--- src/core/pgo_pkg.sv ---
// ==========================================================================
// Operation
// - Eight-bit read/write pad output-enable register at 44h; set bit makes pin output.
// - Enable bit 7 turns the signal-input pin into an output from its value bit.
// - Enable bit 6 makes clock-output pin a plain output, clock function off.
// - Enable bit 5 makes the second interface-select pin a plain output.
// - Enable bit 4 makes the first interface-select pin a plain output.
// - Enable bit 3 makes the scan clock pin a plain output.
// - Enable bit 2 makes the scan mode pin a plain output.
// - Enable bit 1 makes the scan data-in pin a plain output.
// - Enable bit 0 makes the scan data-out pin a plain output.
// - With boundary scan active, the four scan enable bits do nothing.
// - Eight-bit read/write pad output-value register at 45h, same bit order.
// - Value bit 7 is the level driven on an enabled signal-input pin.
// - Read-only pad input register at 46h returns every pin's input level.
// - Input bit 7 is signal-input pin level, bit 6 clock-output pin level.
// - Input bits 5..0: select b, select a, scan clock, mode, in, out.
package pgo_pkg;

   // ========================================================================
   // Register map
   localparam int         ADDR_W            = 9;
   localparam int         DATA_W            = 32;
   localparam int         PAD_N             = 8;
   localparam logic [6:0] IDX_OUTPUT_ENABLE = 7'h44;
   localparam logic [6:0] IDX_OUTPUT_VALUE  = 7'h45;
   localparam logic [6:0] IDX_INPUT_LEVEL   = 7'h46;
   localparam logic [7:0] RST_OUTPUT_ENABLE = 8'h00;
   localparam logic [7:0] RST_OUTPUT_VALUE  = 8'h00;

   // ========================================================================
   // Pin positions, shared by all three registers
   localparam int BIT_SIGNAL_INPUT_PIN = 7;
   localparam int BIT_CLOCK_OUTPUT_PIN = 6;
   localparam int BIT_SELECT_B         = 5;
   localparam int BIT_SELECT_A         = 4;
   localparam int BIT_SCAN_CLOCK       = 3;
   localparam int BIT_SCAN_MODE        = 2;
   localparam int BIT_SCAN_IN          = 1;
   localparam int BIT_SCAN_OUT         = 0;
   localparam logic [7:0] SCAN_PIN_MASK = 8'h0F;

   localparam logic [1:0] RESP_OKAY        = 2'h0;
   localparam logic [1:0] RESP_DECODEERROR = 2'h3;

   // ========================================================================
   // Types
   typedef enum logic [0:0]
   {
      PGO_IDLE = 1'h0,
      PGO_ACK  = 1'h1
   } pgo_bus_state_t;

   typedef struct packed
   {
      logic [PAD_N-1:0] level;
      logic [PAD_N-1:0] oe_n;
   } pgo_pad_drive_t;

endpackage

--- src/core/pgo_pad_cell.sv ---
`timescale 1ns/10ps
module pgo_pad_cell
(
   input  wire logic func_level_i,
   input  wire logic func_oe_n_i,
   input  wire logic override_i,
   input  wire logic value_i,
   output logic      level_o,
   output logic      oe_n_o
);
   // Override: pin becomes a plain output of the value bit
   always_comb
   begin
      if (override_i)
      begin
         level_o = value_i;
         oe_n_o  = 1'b0;
      end
      else
      begin
         // Normal function keeps the pad
         level_o = func_level_i;
         oe_n_o  = func_oe_n_i;
      end
   end
endmodule

--- src/core/pgo_reg_byte.sv ---
`timescale 1ns/10ps
module pgo_reg_byte
#(
   parameter int         W   = 8,
   parameter logic [7:0] RST = 8'h00
)
(
   input  wire logic         clk_i,
   input  wire logic         rst_n_i,
   input  wire logic         we_i,
   input  wire logic [W-1:0] d_i,
   output logic      [W-1:0] q_o
);
   logic [W-1:0] next_q;

   always_comb
   begin
      next_q = q_o;
      if (we_i)
      begin
         next_q = d_i;
      end
   end

   always_ff @(posedge clk_i or negedge rst_n_i)
   begin
      if (!rst_n_i)
      begin
         q_o <= RST[W-1:0];
      end
      else
      begin
         q_o <= next_q;
      end
   end
endmodule

--- src/core/pgo_top.sv ---
`timescale 1ns/10ps
module pgo_top
(
   input  wire logic                        CLK_SYS_I,
   input  wire logic                        NRST_I,
   // Avalon-MM slave
   input  wire logic [pgo_pkg::ADDR_W-1:0]  AVS_ADDRESS_I,
   input  wire logic                        AVS_READ_I,
   input  wire logic                        AVS_WRITE_I,
   input  wire logic [pgo_pkg::DATA_W-1:0]  AVS_WRITEDATA_I,
   input  wire logic [3:0]                  AVS_BYTEENABLE_I,
   output logic      [pgo_pkg::DATA_W-1:0]  AVS_READDATA_O,
   output logic      [1:0]                  AVS_RESPONSE_O,
   output logic                             AVS_WAITREQUEST_O,
   // Boundary scan strap from the nonvolatile configuration
   input  wire logic                        SCAN_ACTIVE_I,
   // Normal pin functions
   input  wire pgo_pkg::pgo_pad_drive_t     FUNC_DRIVE_I,
   output logic      [pgo_pkg::PAD_N-1:0]   FUNC_LEVEL_O,
   output logic      [pgo_pkg::PAD_N-1:0]   PIN_OVERRIDE_O,
   output logic                             CLOCK_OUTPUT_ON_O,
   // Pads
   input  wire logic [pgo_pkg::PAD_N-1:0]   PAD_IN_I,
   output pgo_pkg::pgo_pad_drive_t          PAD_DRIVE_O
);
   import pgo_pkg::*;

   // ========================================================================
   // Reset release
   // Asserts at once and releases two edges later, so no flop leaves reset alone
   logic       rst_meta;
   logic       rst_n;
   logic       next_rst_meta;
   logic       next_rst_n;

   always_comb
   begin
      next_rst_meta = 1'b1;
      next_rst_n    = rst_meta;
   end

   always_ff @(posedge CLK_SYS_I or negedge NRST_I)
   begin
      if (!NRST_I)
      begin
         rst_meta <= 1'b0;
         rst_n    <= 1'b0;
      end
      else
      begin
         rst_meta <= next_rst_meta;
         rst_n    <= next_rst_n;
      end
   end

   // ========================================================================
   // Bus handshake
   // One wait cycle: the request is latched in idle and answered in ack,
   // which keeps read data registered at the cost of one extra cycle.
   pgo_bus_state_t    state;
   pgo_bus_state_t    next_state;
   logic [6:0]        req_index;
   logic [6:0]        next_req_index;
   logic              req_write;
   logic              next_req_write;
   logic              req_lane0;
   logic              next_req_lane0;
   logic [7:0]        req_data;
   logic [7:0]        next_req_data;
   logic [DATA_W-1:0] rdata;
   logic [DATA_W-1:0] next_rdata;
   logic [1:0]        resp;
   logic [1:0]        next_resp;

   logic [7:0]        output_enable;
   logic [7:0]        output_value;
   logic [7:0]        input_level;
   logic              live_hit;
   logic [7:0]        live_byte;
   logic              we_enable;
   logic              we_value;

   // Live decode for the read path
   always_comb
   begin
      live_hit  = 1'b1;
      live_byte = 8'h00;
      unique case (AVS_ADDRESS_I[ADDR_W-1:2])
         IDX_OUTPUT_ENABLE:
         begin
            live_byte = output_enable;
         end
         IDX_OUTPUT_VALUE:
         begin
            live_byte = output_value;
         end
         IDX_INPUT_LEVEL:
         begin
            live_byte = input_level;
         end
         default:
         begin
            live_hit  = 1'b0;
         end
      endcase
   end

   always_comb
   begin
      next_state     = state;
      next_req_index = req_index;
      next_req_write = req_write;
      next_req_lane0 = req_lane0;
      next_req_data  = req_data;
      next_rdata     = rdata;
      next_resp      = resp;
      unique case (state)
         PGO_IDLE:
         begin
            if (AVS_READ_I || AVS_WRITE_I)
            begin
               next_state     = PGO_ACK;
               next_req_index = AVS_ADDRESS_I[ADDR_W-1:2];
               next_req_write = AVS_WRITE_I;
               next_req_lane0 = AVS_BYTEENABLE_I[0];
               next_req_data  = AVS_WRITEDATA_I[7:0];
               next_rdata     = '0;
               next_resp      = live_hit ? RESP_OKAY : RESP_DECODEERROR;
               if (AVS_READ_I)
               begin
                  // Upper bits read as zero
                  next_rdata = {{(DATA_W-8){1'b0}}, live_byte};
               end
            end
         end
         PGO_ACK:
         begin
            // A request still held in the idle cycle after ack is taken again at the edge that ends it;
            // the master must drop it on the edge that ends the wait
            next_state = PGO_IDLE;
         end
      endcase
   end

   always_ff @(posedge CLK_SYS_I or negedge rst_n)
   begin
      if (!rst_n)
      begin
         state     <= PGO_IDLE;
         req_index <= 7'h00;
         req_write <= 1'b0;
         req_lane0 <= 1'b0;
         req_data  <= 8'h00;
         rdata     <= '0;
         resp      <= RESP_OKAY;
      end
      else
      begin
         state     <= next_state;
         req_index <= next_req_index;
         req_write <= next_req_write;
         req_lane0 <= next_req_lane0;
         req_data  <= next_req_data;
         rdata     <= next_rdata;
         resp      <= next_resp;
      end
   end

   always_comb
   begin
      AVS_WAITREQUEST_O = (state != PGO_ACK);
      AVS_READDATA_O    = rdata;
      AVS_RESPONSE_O    = resp;
   end

   // ========================================================================
   // Registers
   // Writes land on the edge that ends the wait; lane 0 carries the byte.
   always_comb
   begin
      we_enable = 1'b0;
      we_value  = 1'b0;
      // Byte lane 0 must be enabled; the other lanes hold nothing
      if ((state == PGO_ACK) && req_write && req_lane0)
      begin
         unique case (req_index)
            IDX_OUTPUT_ENABLE:
            begin
               we_enable = 1'b1;
            end
            IDX_OUTPUT_VALUE:
            begin
               we_value  = 1'b1;
            end
            default:
            begin
               // Input register and unmapped indices store nothing
               we_enable = 1'b0;
            end
         endcase
      end
   end

   pgo_reg_byte
   #(
      .W   (8),
      .RST (RST_OUTPUT_ENABLE)
   )
   u_output_enable
   (
      .clk_i   (CLK_SYS_I),
      .rst_n_i (rst_n),
      .we_i    (we_enable),
      .d_i     (req_data),
      .q_o     (output_enable)
   );

   pgo_reg_byte
   #(
      .W   (8),
      .RST (RST_OUTPUT_VALUE)
   )
   u_output_value
   (
      .clk_i   (CLK_SYS_I),
      .rst_n_i (rst_n),
      .we_i    (we_value),
      .d_i     (req_data),
      .q_o     (output_value)
   );

   // ========================================================================
   // Pin override
   // Scan pins stay with the scan logic while the strap says so; the
   // enable bits are still stored and read back unchanged.
   logic [PAD_N-1:0] override;

   always_comb
   begin
      override = output_enable;
      override[BIT_SIGNAL_INPUT_PIN] = output_enable[BIT_SIGNAL_INPUT_PIN];
      override[BIT_CLOCK_OUTPUT_PIN] = output_enable[BIT_CLOCK_OUTPUT_PIN];
      override[BIT_SELECT_B]         = output_enable[BIT_SELECT_B];
      override[BIT_SELECT_A]         = output_enable[BIT_SELECT_A];
      override[BIT_SCAN_CLOCK]       = output_enable[BIT_SCAN_CLOCK];
      override[BIT_SCAN_MODE]        = output_enable[BIT_SCAN_MODE];
      override[BIT_SCAN_IN]          = output_enable[BIT_SCAN_IN];
      override[BIT_SCAN_OUT]         = output_enable[BIT_SCAN_OUT];
      if (SCAN_ACTIVE_I)
      begin
         // Scan logic keeps these four pins
         override[BIT_SCAN_CLOCK] = 1'b0;
         override[BIT_SCAN_MODE]  = 1'b0;
         override[BIT_SCAN_IN]    = 1'b0;
         override[BIT_SCAN_OUT]   = 1'b0;
      end
   end

   genvar g;
   generate
      for (g = 0; g < PAD_N; g++)
      begin : g_pad
         // Value bit drives only an overridden pin
         pgo_pad_cell u_cell
         (
            .func_level_i (FUNC_DRIVE_I.level[g]),
            .func_oe_n_i  (FUNC_DRIVE_I.oe_n[g]),
            .override_i   (override[g]),
            .value_i      (output_value[g]),
            .level_o      (PAD_DRIVE_O.level[g]),
            .oe_n_o       (PAD_DRIVE_O.oe_n[g])
         );
      end
   endgenerate

   // ========================================================================
   // Input buffers
   always_comb
   begin
      // Same bit order as the enable register
      input_level[BIT_SIGNAL_INPUT_PIN] = PAD_IN_I[BIT_SIGNAL_INPUT_PIN];
      input_level[BIT_CLOCK_OUTPUT_PIN] = PAD_IN_I[BIT_CLOCK_OUTPUT_PIN];
      input_level[BIT_SELECT_B]         = PAD_IN_I[BIT_SELECT_B];
      input_level[BIT_SELECT_A]         = PAD_IN_I[BIT_SELECT_A];
      input_level[BIT_SCAN_CLOCK]       = PAD_IN_I[BIT_SCAN_CLOCK];
      input_level[BIT_SCAN_MODE]        = PAD_IN_I[BIT_SCAN_MODE];
      input_level[BIT_SCAN_IN]          = PAD_IN_I[BIT_SCAN_IN];
      input_level[BIT_SCAN_OUT]         = PAD_IN_I[BIT_SCAN_OUT];
   end

   // ========================================================================
   // Status to the functional logic
   always_comb
   begin
      // Functional logic sees the pads whether or not they are overridden
      FUNC_LEVEL_O      = PAD_IN_I;
      PIN_OVERRIDE_O    = override;
      // Clock output is off while its pin is overridden
      CLOCK_OUTPUT_ON_O = ~override[BIT_CLOCK_OUTPUT_PIN];
   end

endmodule

--- config.mk ---
export PLATFORM = sky130hd
export DESIGN_NAME = pgo_top
export DESIGN_NICKNAME = d
export VERILOG_FILES = /design/src/core/pgo_pkg.sv /design/src/core/pgo_pad_cell.sv /design/src/core/pgo_reg_byte.sv /design/src/core/pgo_top.sv
export SDC_FILE = /design/constraint.sdc
export NUM_CORES = 1
export LEC_CHECK = 0
export CAP_MARGIN = 20
export CORE_MARGIN = 1.5
export CORE_UTILIZATION = 35
export DETAILED_ROUTE_END_ITERATION = 10
export DONT_BUFFER_PORTS = 1
export PLACE_DENSITY = 0.54
export SLEW_MARGIN = 15
export SYNTH_ARGS = -nofsm -noshare
export SYNTH_HDL_FRONTEND = slang
export SYNTH_SLANG_ARGS = --single-unit
--- constraint.sdc ---
create_clock -name CLK_SYS_I -period 2.69 [get_ports CLK_SYS_I]
set_input_delay 0 -clock CLK_SYS_I [delete_from_list [all_inputs] [get_ports CLK_SYS_I]]
set_output_delay 0 -clock CLK_SYS_I [all_outputs]
set_load 0.02 [all_outputs]
== Word level (Yosys, flattened, before mapping) ==
Cells that the tools add are included.
Widths: inputs -> output; s select.

* Muxes and demuxes: 27
* Reductions and logical operators: 5
* Bitwise operators: 2
* Eq/ne operators: 5

{| class="wikitable"
|+ Operators by type and width
! cell !! count
|-
| $eq 7x7->1 const B || 5
|-
| $pmux 8 s3 || 1
|-
| $mux 1 || 22
|-
| $mux 8 || 1
|-
| $mux 4 || 1
|-
| $reduce_or 3->1 || 1
|-
| $logic_and 1x1->1 || 2
|-
| $mux 2 || 1
|-
| $not 1->1 || 2
|-
| $pmux 1 s2 || 1
|-
| $reduce_and 2->1 || 1
|-
| $logic_or 1x1->1 || 1
|}

* Input port bits: 74
* Bits in registers: 70
* Output and inout bits: 68

== Logic depth before layout (Yosys ltp) ==
Gate-level depths: netlist of the first run.

* Depth after elaboration: 4
* Mapped depth: 5
* Mapped depth without buffers: 3

== Modules after synthesis ==
From an unflattened synthesis of the first run, not the netlist that was laid out.

* Cells, all modules: 182
* Area total of the unflattened synthesis: 2,454.9 um^2

{| class="wikitable"
|+ By module, submodules not included
! module !! times used !! cells an instance !! area each (um^2) !! sequential area each (um^2)
|-
| pgo_top || 1 || 132 || 1,601.5 || 725.7
|-
| pgo_reg_byte || 2 || 17 || 331.6 || 200.2
|-
| pgo_pad_cell || 8 || 2 || 23.8 || 0.0
|}

== Least setup slack after synthesis of the first run ==
OpenSTA, ideal clock, no wires.

* Path type: register to register
* Start: reg req_index[1]
* End: reg u_output_value.q_o[0]
* Path slack: 0.954 ns
* Data required time: 2.565 ns
* Setup time: 0.125 ns
* Clock period less this slack: 1.736 ns
* Stages on the path, launching flop included: 5
* Arrival: 1.611 ns
* Cell sequence: dfrtp_1 or3b_4 or4_4 buf_6 mux2_4

* Longest elaborated chain between the ends: 3

{| class="wikitable"
|+ RTL lines
! item !! line !! RTL
|-
| start, declared || pgo_top.sv:62 || <nowiki>logic [6:0] req_index;</nowiki>
|-
| start signal, assigned || pgo_top.sv:160 || <nowiki>req_index <= next_req_index;</nowiki>
|-
| $eq 7x7->1 || pgo_top.sv:186 || <nowiki>unique case (req_index)</nowiki>
|-
| $mux 1 || pgo_top.sv:186 ||
|-
| $mux 1 || pgo_top.sv:184 || <nowiki>if ((state == PGO_ACK) && req_write && req_lane0)</nowiki>
|-
| end signal, assigned || pgo_reg_byte.sv:29 || <nowiki>q_o <= RST[W-1:0];</nowiki>
|-
| end signal, assigned || pgo_reg_byte.sv:33 || <nowiki>q_o <= next_q;</nowiki>
|-
| end, declared || pgo_reg_byte.sv:12 || <nowiki>output logic [W-1:0] q_o</nowiki>
|}

Every way passes these cells.
A chain may end at the register's enable or synchronous reset.

== Worst setup path in the final report of the first run ==
* Start: reg req_index[1]
* End: reg u_output_value.q_o[4]

The elaborated chain is that of the path after synthesis.

==> results_dict.tcl, run 1 <==
set metrics [dict create \
    status "complete, no violations" \
    finClkSkew_ns 0.00219 \
    rows 30 \
    power_density_mw_per_mm2 566 \
    layout_common_cells "dfrtp_1 (44), mux2_2 (32), dlygate4sd3_1 (28)" \
    yosysSeqAreaShare 0.444 \
    final_common_cell "dfrtp_1" \
    postRouteAntennaNets 0 \
    synth_edf_count 0 \
    clk_pin_slew_ns 0.08 \
    hold_viol_final 0 \
    cp.required_ns 2.87 \
    cts-htree-levels 2 \
    setup_viol 0 \
    p_leak_nw 1.25 \
    ys.warnings.count 0 \
    slew_violations 0 \
    cts_hold_buf 28 \
    drtIter0Drc 59 \
    rsz0062_at_grt "no" \
    relSlewSlack 0.385 \
    firstDrtPassIters 3 \
    yosys.area.top_type "dfrtp_1" \
    placed_cell_area_sq_mm 0.00230 \
    cap_viol_max_count 0 \
    grt_pass1_wl_um 7250 \
    cts_buffers 5 \
    path_delay_family "simple AND/OR/NAND/NOR gates" \
    period_needed_ns 1.81 \
    clkSinkCount 45 \
    place_hpwl_um 3200 \
    final_cells 303 \
    slowest_stage "or4_4" \
    antenna_found_initial 0 \
    netlist_top_cells_area "dfrtp_1 (44%), buf_4 (17%), mux2_2 (14%)" \
    clock_path_buffers 2 \
    fmax_mhz 552 \
    die_w_um 88.1 \
    drive_gt1_frac 0.271 \
    avgViaCountPerCell 4.45 \
    syn_inst 209 \
    design_power_total_mw 1.51 \
    synth_seq_cells 45 \
    first_global_vias 1346 \
    area_growth_pct 5.23 \
    pin_count 142 \
    worstMarginPinSlew_ns 0.922 \
    arrival_ns 1.99 \
    end_kind "flop" \
    initial_core_util 0.367 \
    post_cts_resized 0 \
    dp_cells 267 \
    dieArea_sq_mm 0.00776 \
    ys_types 26 \
    synth_flop_cell "dfrtp_1" \
    cts_tree "yes" \
    antenna_cells 0 \
    place.gp.congestion 0.712 \
    cts_root_buf "clkbuf_8" \
    fill_cells 707 \
    start_kind "flop" \
    path_cells "or3b_4 -> or4_4 -> mux2_4" \
    grt_max_degree 44 \
    wl_um 4780 \
    fin_setup_tns_ns 0 \
    synth_top_cell_area_share 0.444 \
    insertion_delay_ns 0.29 \
    ir_worst_vdd_v 0.000244 \
    netlist_area_sq_mm 0.00253 \
    post-cts-setup-buffer-count 0 \
    die_h_um 88.1 \
    slowest_delay_ns 0.57 \
    routedWlPerCell_um 15.8 \
    fin_nets 280 \
    hold_path.class "in -> out" \
    vias 1348 \
    design_area_sq_mm 0.00267 \
    core_sq_mm 0.00691 \
    utilization 0.386 \
    avgSynthCellArea_sq_um 12.1 \
    gr-total-overflow 0 \
    grt.total_usage 0.128 \
    crit_type "reg -> reg" \
    async_flop_share 1.00 \
    crit_path_max_fanout 8 \
    drc 0 \
    path_buf_inv 0 \
    min_period_over_period 0.673 \
    io_buffers 0 \
]
-- final timing paths --
| kind | start | end | slack (ns) | cells after the start |
|---|---|---|---|---|
| min reg2reg | next_rst_n$_DFF_PN0_ | rst_n$_DFF_PN0_ | 0.35 | 0 |
| max reg2reg | req_index[1]$_DFFE_PN0P_ | u_output_value.q_o[4]$_DFFE_PN0P_ | 0.88 | 3 |
| max | req_index[1]$_DFFE_PN0P_ | u_output_value.q_o[4]$_DFFE_PN0P_ | 0.88 | 3 |
| max in group asynchronous | rst_n$_DFF_PN0_ | AVS_READDATA_O[1]$_DFFE_PN0P_ | 1.71 | 0 |
| min | PAD_IN_I[5] | FUNC_LEVEL_O[5] | 0.00001 | 0 |
| min in group asynchronous | rst_n$_DFF_PN0_ | u_output_enable.q_o[7]$_DFFE_PN0P_ | 0.42 | 0 |
-- report_power, final --
group / switching (mW) / internal (mW)
registers: 0.0830 / 0.749
clock network: 0.227 / 0.181
logic: 0.134 / 0.134
total: 0.444 / 1.06
-- through the flow --
stage | hold slack [ns] | worst slack (ns)
3_3_place_gp | -0.296 | 0.897
2_1_floorplan | -0.296 | 0.954
3_5_place_dp | -0.296 | 0.889
6_report | 0.0000101 | 0.880
5_1_grt | 0.0000457 | 0.831
4_1_cts | 0.000146 | 0.874
-- cell usage after synthesis, drive strengths merged, types with 2 or more instances --
cell type,count
buf,62
mux2i,8
conb,2
nor2b,5
mux2,40
o2bb2ai,8
and2,4
inv,8
dfrtp,45
nand2b,6
clkbuf,2
a22o,9
-- cell type report --
cell class,count,area (sq um),area share
clock buffers,6,72.6,0.0272
repair buffers,31,303,0.114
inverters,8,30.0,0.0113
well taps,96,120,0.0450
flip-flops and latches,45,1130,0.423
multi-input cells,115,1000,0.376
clock inverters,2,10.0,0.00375
-- logic make-up (layout without fill, tap and decap cells) --
group / after synthesis / count (layout) / synth area share
buffers and inverters: 72 / 47 / 0.195
muxes: 48 / 48 / 0.221
DFF: 45 / 45 / 0.444
AOI/OAI and AO/OA: 21 / 21 / 0.0726
and+or+nand+nor: 21 / 21 / 0.0637
other: 2 / 25 / 0.00296
-- per-layer routing --
| metal | wire length, um | part of all wire | track usage |
|---|---|---|---|
| met5 | 0 | 0 | 0 |
| met3 | 269 | 0.056 | 0.0320 |
| met2 | 2180 | 0.46 | 0.190 |
| met4 | 15 | 0.0031 | 0.0341 |
| met1 | 2320 | 0.49 | 0.186 |
-- sequential cells by signal, indices dropped and copies added (netlist names) --
name / cells
AVS_READDATA_O: 8
u_output_enable.q_o: 8
req_data: 8
AVS_RESPONSE_O: 1
state: 1
req_write: 1
req_lane0: 1
req_index: 7
rst_n: 1
next_rst_n: 1
u_output_value.q_o: 8
Power figures use the tool's default switching activity.
==> inputs of run 2 (changes only) <==
==> constraint.sdc (replaced) <==
create_clock -name CLK_SYS_I -period 1.8 [get_ports CLK_SYS_I]
set_input_delay 0 -clock CLK_SYS_I [delete_from_list [all_inputs] [get_ports CLK_SYS_I]]
set_output_delay 0 -clock CLK_SYS_I [all_outputs]
set_load 0.02 [all_outputs]
==> results_dict.tcl, run 2 (same netlist as run 1, synthesis figures left out) <==
set metrics [dict create \
    critPathLaunch "req_index[1]$_DFFE_PN0P_" \
    hold_viol_final 0 \
    cts_root_buf "clkbuf_8" \
    routedWlPerCell_um 15.7 \
    antenna_found_initial 0 \
    reg2reg_depth 3 \
    wl_met2_um 2300 \
    insertion_delay_ns 0.29 \
    slew_violations 0 \
    intPower_mw 1.79 \
    p_sw_mw 0.683 \
    hold_start "PAD_IN_I[5]" \
    p_clk_frac 0.326 \
    end_kind "flop" \
    fin_ws_ns 0.0248 \
    finClkSkew_ns 0.00593 \
    grt_max_degree 23 \
    post-place-ws_ns 0.0127 \
    reg2reg_slack_ns 0.02 \
    utilization 0.398 \
    dieArea_sq_mm 0.00776 \
    io_buffers 0 \
    crit_path_max_fanout 8 \
    die_w_um 88.1 \
    rows 30 \
    area_growth_pct 8.49 \
    cts_tree "yes" \
    ir_worst_vdd_v 0.000533 \
    drtIter0Drc 38 \
    p_leak_nw 1.29 \
    antenna_cells 0 \
    cp.required_ns 1.98 \
    drc 0 \
    cap_viol_max_count 0 \
    fmax_mhz 563 \
    hold_depth 0 \
    initial_core_util 0.367 \
    cts-htree-levels 2 \
    wl_met1_um 2190 \
    highest_layer "met4" \
    die_h_um 88.1 \
    postRouteAntennaNets 0 \
    clk_pin_slew_ns 0.09 \
    clkSinkCount 45 \
    rsz0062_at_grt "yes" \
    multi_input_area_sq_mm 0.00100 \
    met3_length_um 307 \
    p_seq_frac 0.497 \
    pin_count 142 \
    min_period_over_period 0.986 \
    gr-total-overflow 0 \
    grt.total_usage 0.131 \
    period_needed_ns 1.78 \
    cts_buffers 5 \
    vias 1371 \
    register_area_sq_mm 0.00113 \
    layout_common_cells "dfrtp_1 (44), mux2_2 (32), dlygate4sd3_1 (28)" \
    clock_path_buffers 2 \
    place_hpwl_um 3420 \
    fill_cells 676 \
    wl_um 4860 \
    relSlewSlack 0.606 \
    p_comb_frac 0.177 \
    final_common_cell "dfrtp_1" \
    status "complete, no violations" \
    hold_path.class "in -> out" \
    place.gp.congestion 0.704 \
    avgViaCountPerCell 4.44 \
    post-cts-setup-buffer-count 0 \
    core_sq_mm 0.00691 \
    arrival_ns 1.96 \
    p_sw_frac 0.277 \
    power_density_mw_per_mm2 898 \
    setup_viol 0 \
    grt_pass1_wl_um 7580 \
    fin_nets 286 \
    first_global_vias 1434 \
    firstDrtPassIters 3 \
    crit_type "reg -> reg" \
    start_kind "flop" \
    r2r_start "req_index[1]$_DFFE_PN0P_" \
    drive_gt1_frac 0.296 \
    worstMarginPinSlew_ns 0.589 \
]
-- run 2: worst paths after layout --
| kind | end |
|---|---|
| setup / recovery | u_output_value.q_o[5]$_DFFE_PN0P_ |
| hold / removal | FUNC_LEVEL_O[5] |
| setup reg to reg | u_output_value.q_o[5]$_DFFE_PN0P_ |
| hold reg to reg | req_data[7]$_DFFE_PN0P_ |
| max in group asynchronous | rst_n$_DFF_PN0_ |
| min in group asynchronous | req_data[7]$_DFFE_PN0P_ |
-- run 2: layout make-up --
type | instances | share of cell area
sequential | 45 | 0.410
multi-input combinational | 115 | 0.365
timing repair buffer | 37 | 0.127
tap | 96 | 0.0437
clock buffer | 6 | 0.0300
clock inverter | 2 | 0.0137
inverter | 8 | 0.0109
-- run 2: routing by layer --
layer / vias up / track usage
li1: 638 / -
met5: - / 0
met4: 0 / 0.0384
met3: 6 / 0.0396
met1: 668 / 0.171
met2: 59 / 0.210
-- run 2: stage by stage --
step / instances / hold slack [ns] / TNS [ns] / power [mW] / instance area, sq um
2_1_floorplan: 232 / -0.296 / 0 / 1.67 / 2620
3_3_place_gp: 273 / -0.296 / 0 / 1.62 / 2350
3_5_place_dp: 273 / -0.296 / 0 / 1.63 / 2350
4_1_cts: 309 / 0.000145 / 0 / 2.50 / 2750
5_1_grt: 309 / 0.0000459 / -0.340 / 2.59 / 2750
6_report: 309 / 0.00000994 / 0 / 2.47 / 2750
-- run 2: power groups by stage --
stage               sequential [mW]  clock, mW  combinational (mW)
floorplan                      1.21          0               0.458
finish                         1.23      0.804               0.437
global placement               1.25          0               0.377
global route                   1.25      0.861               0.479
CTS                            1.23      0.827               0.441
detailed placement             1.25          0               0.382
-- run 2: repair_timing --
item,4_1_cts,5_1_grt
hold endpoints to repair,28,0
gates resized for setup,0,0
hold buffers,28,0
endpoints found under the setup margin,0,8
-- run 2: worst max-delay path, stage by stage (launching register included) --
cell and delay, ns:
dfrtp_1 0.38, or3b_4 0.40, or4_4 0.55, mux2_4 0.33
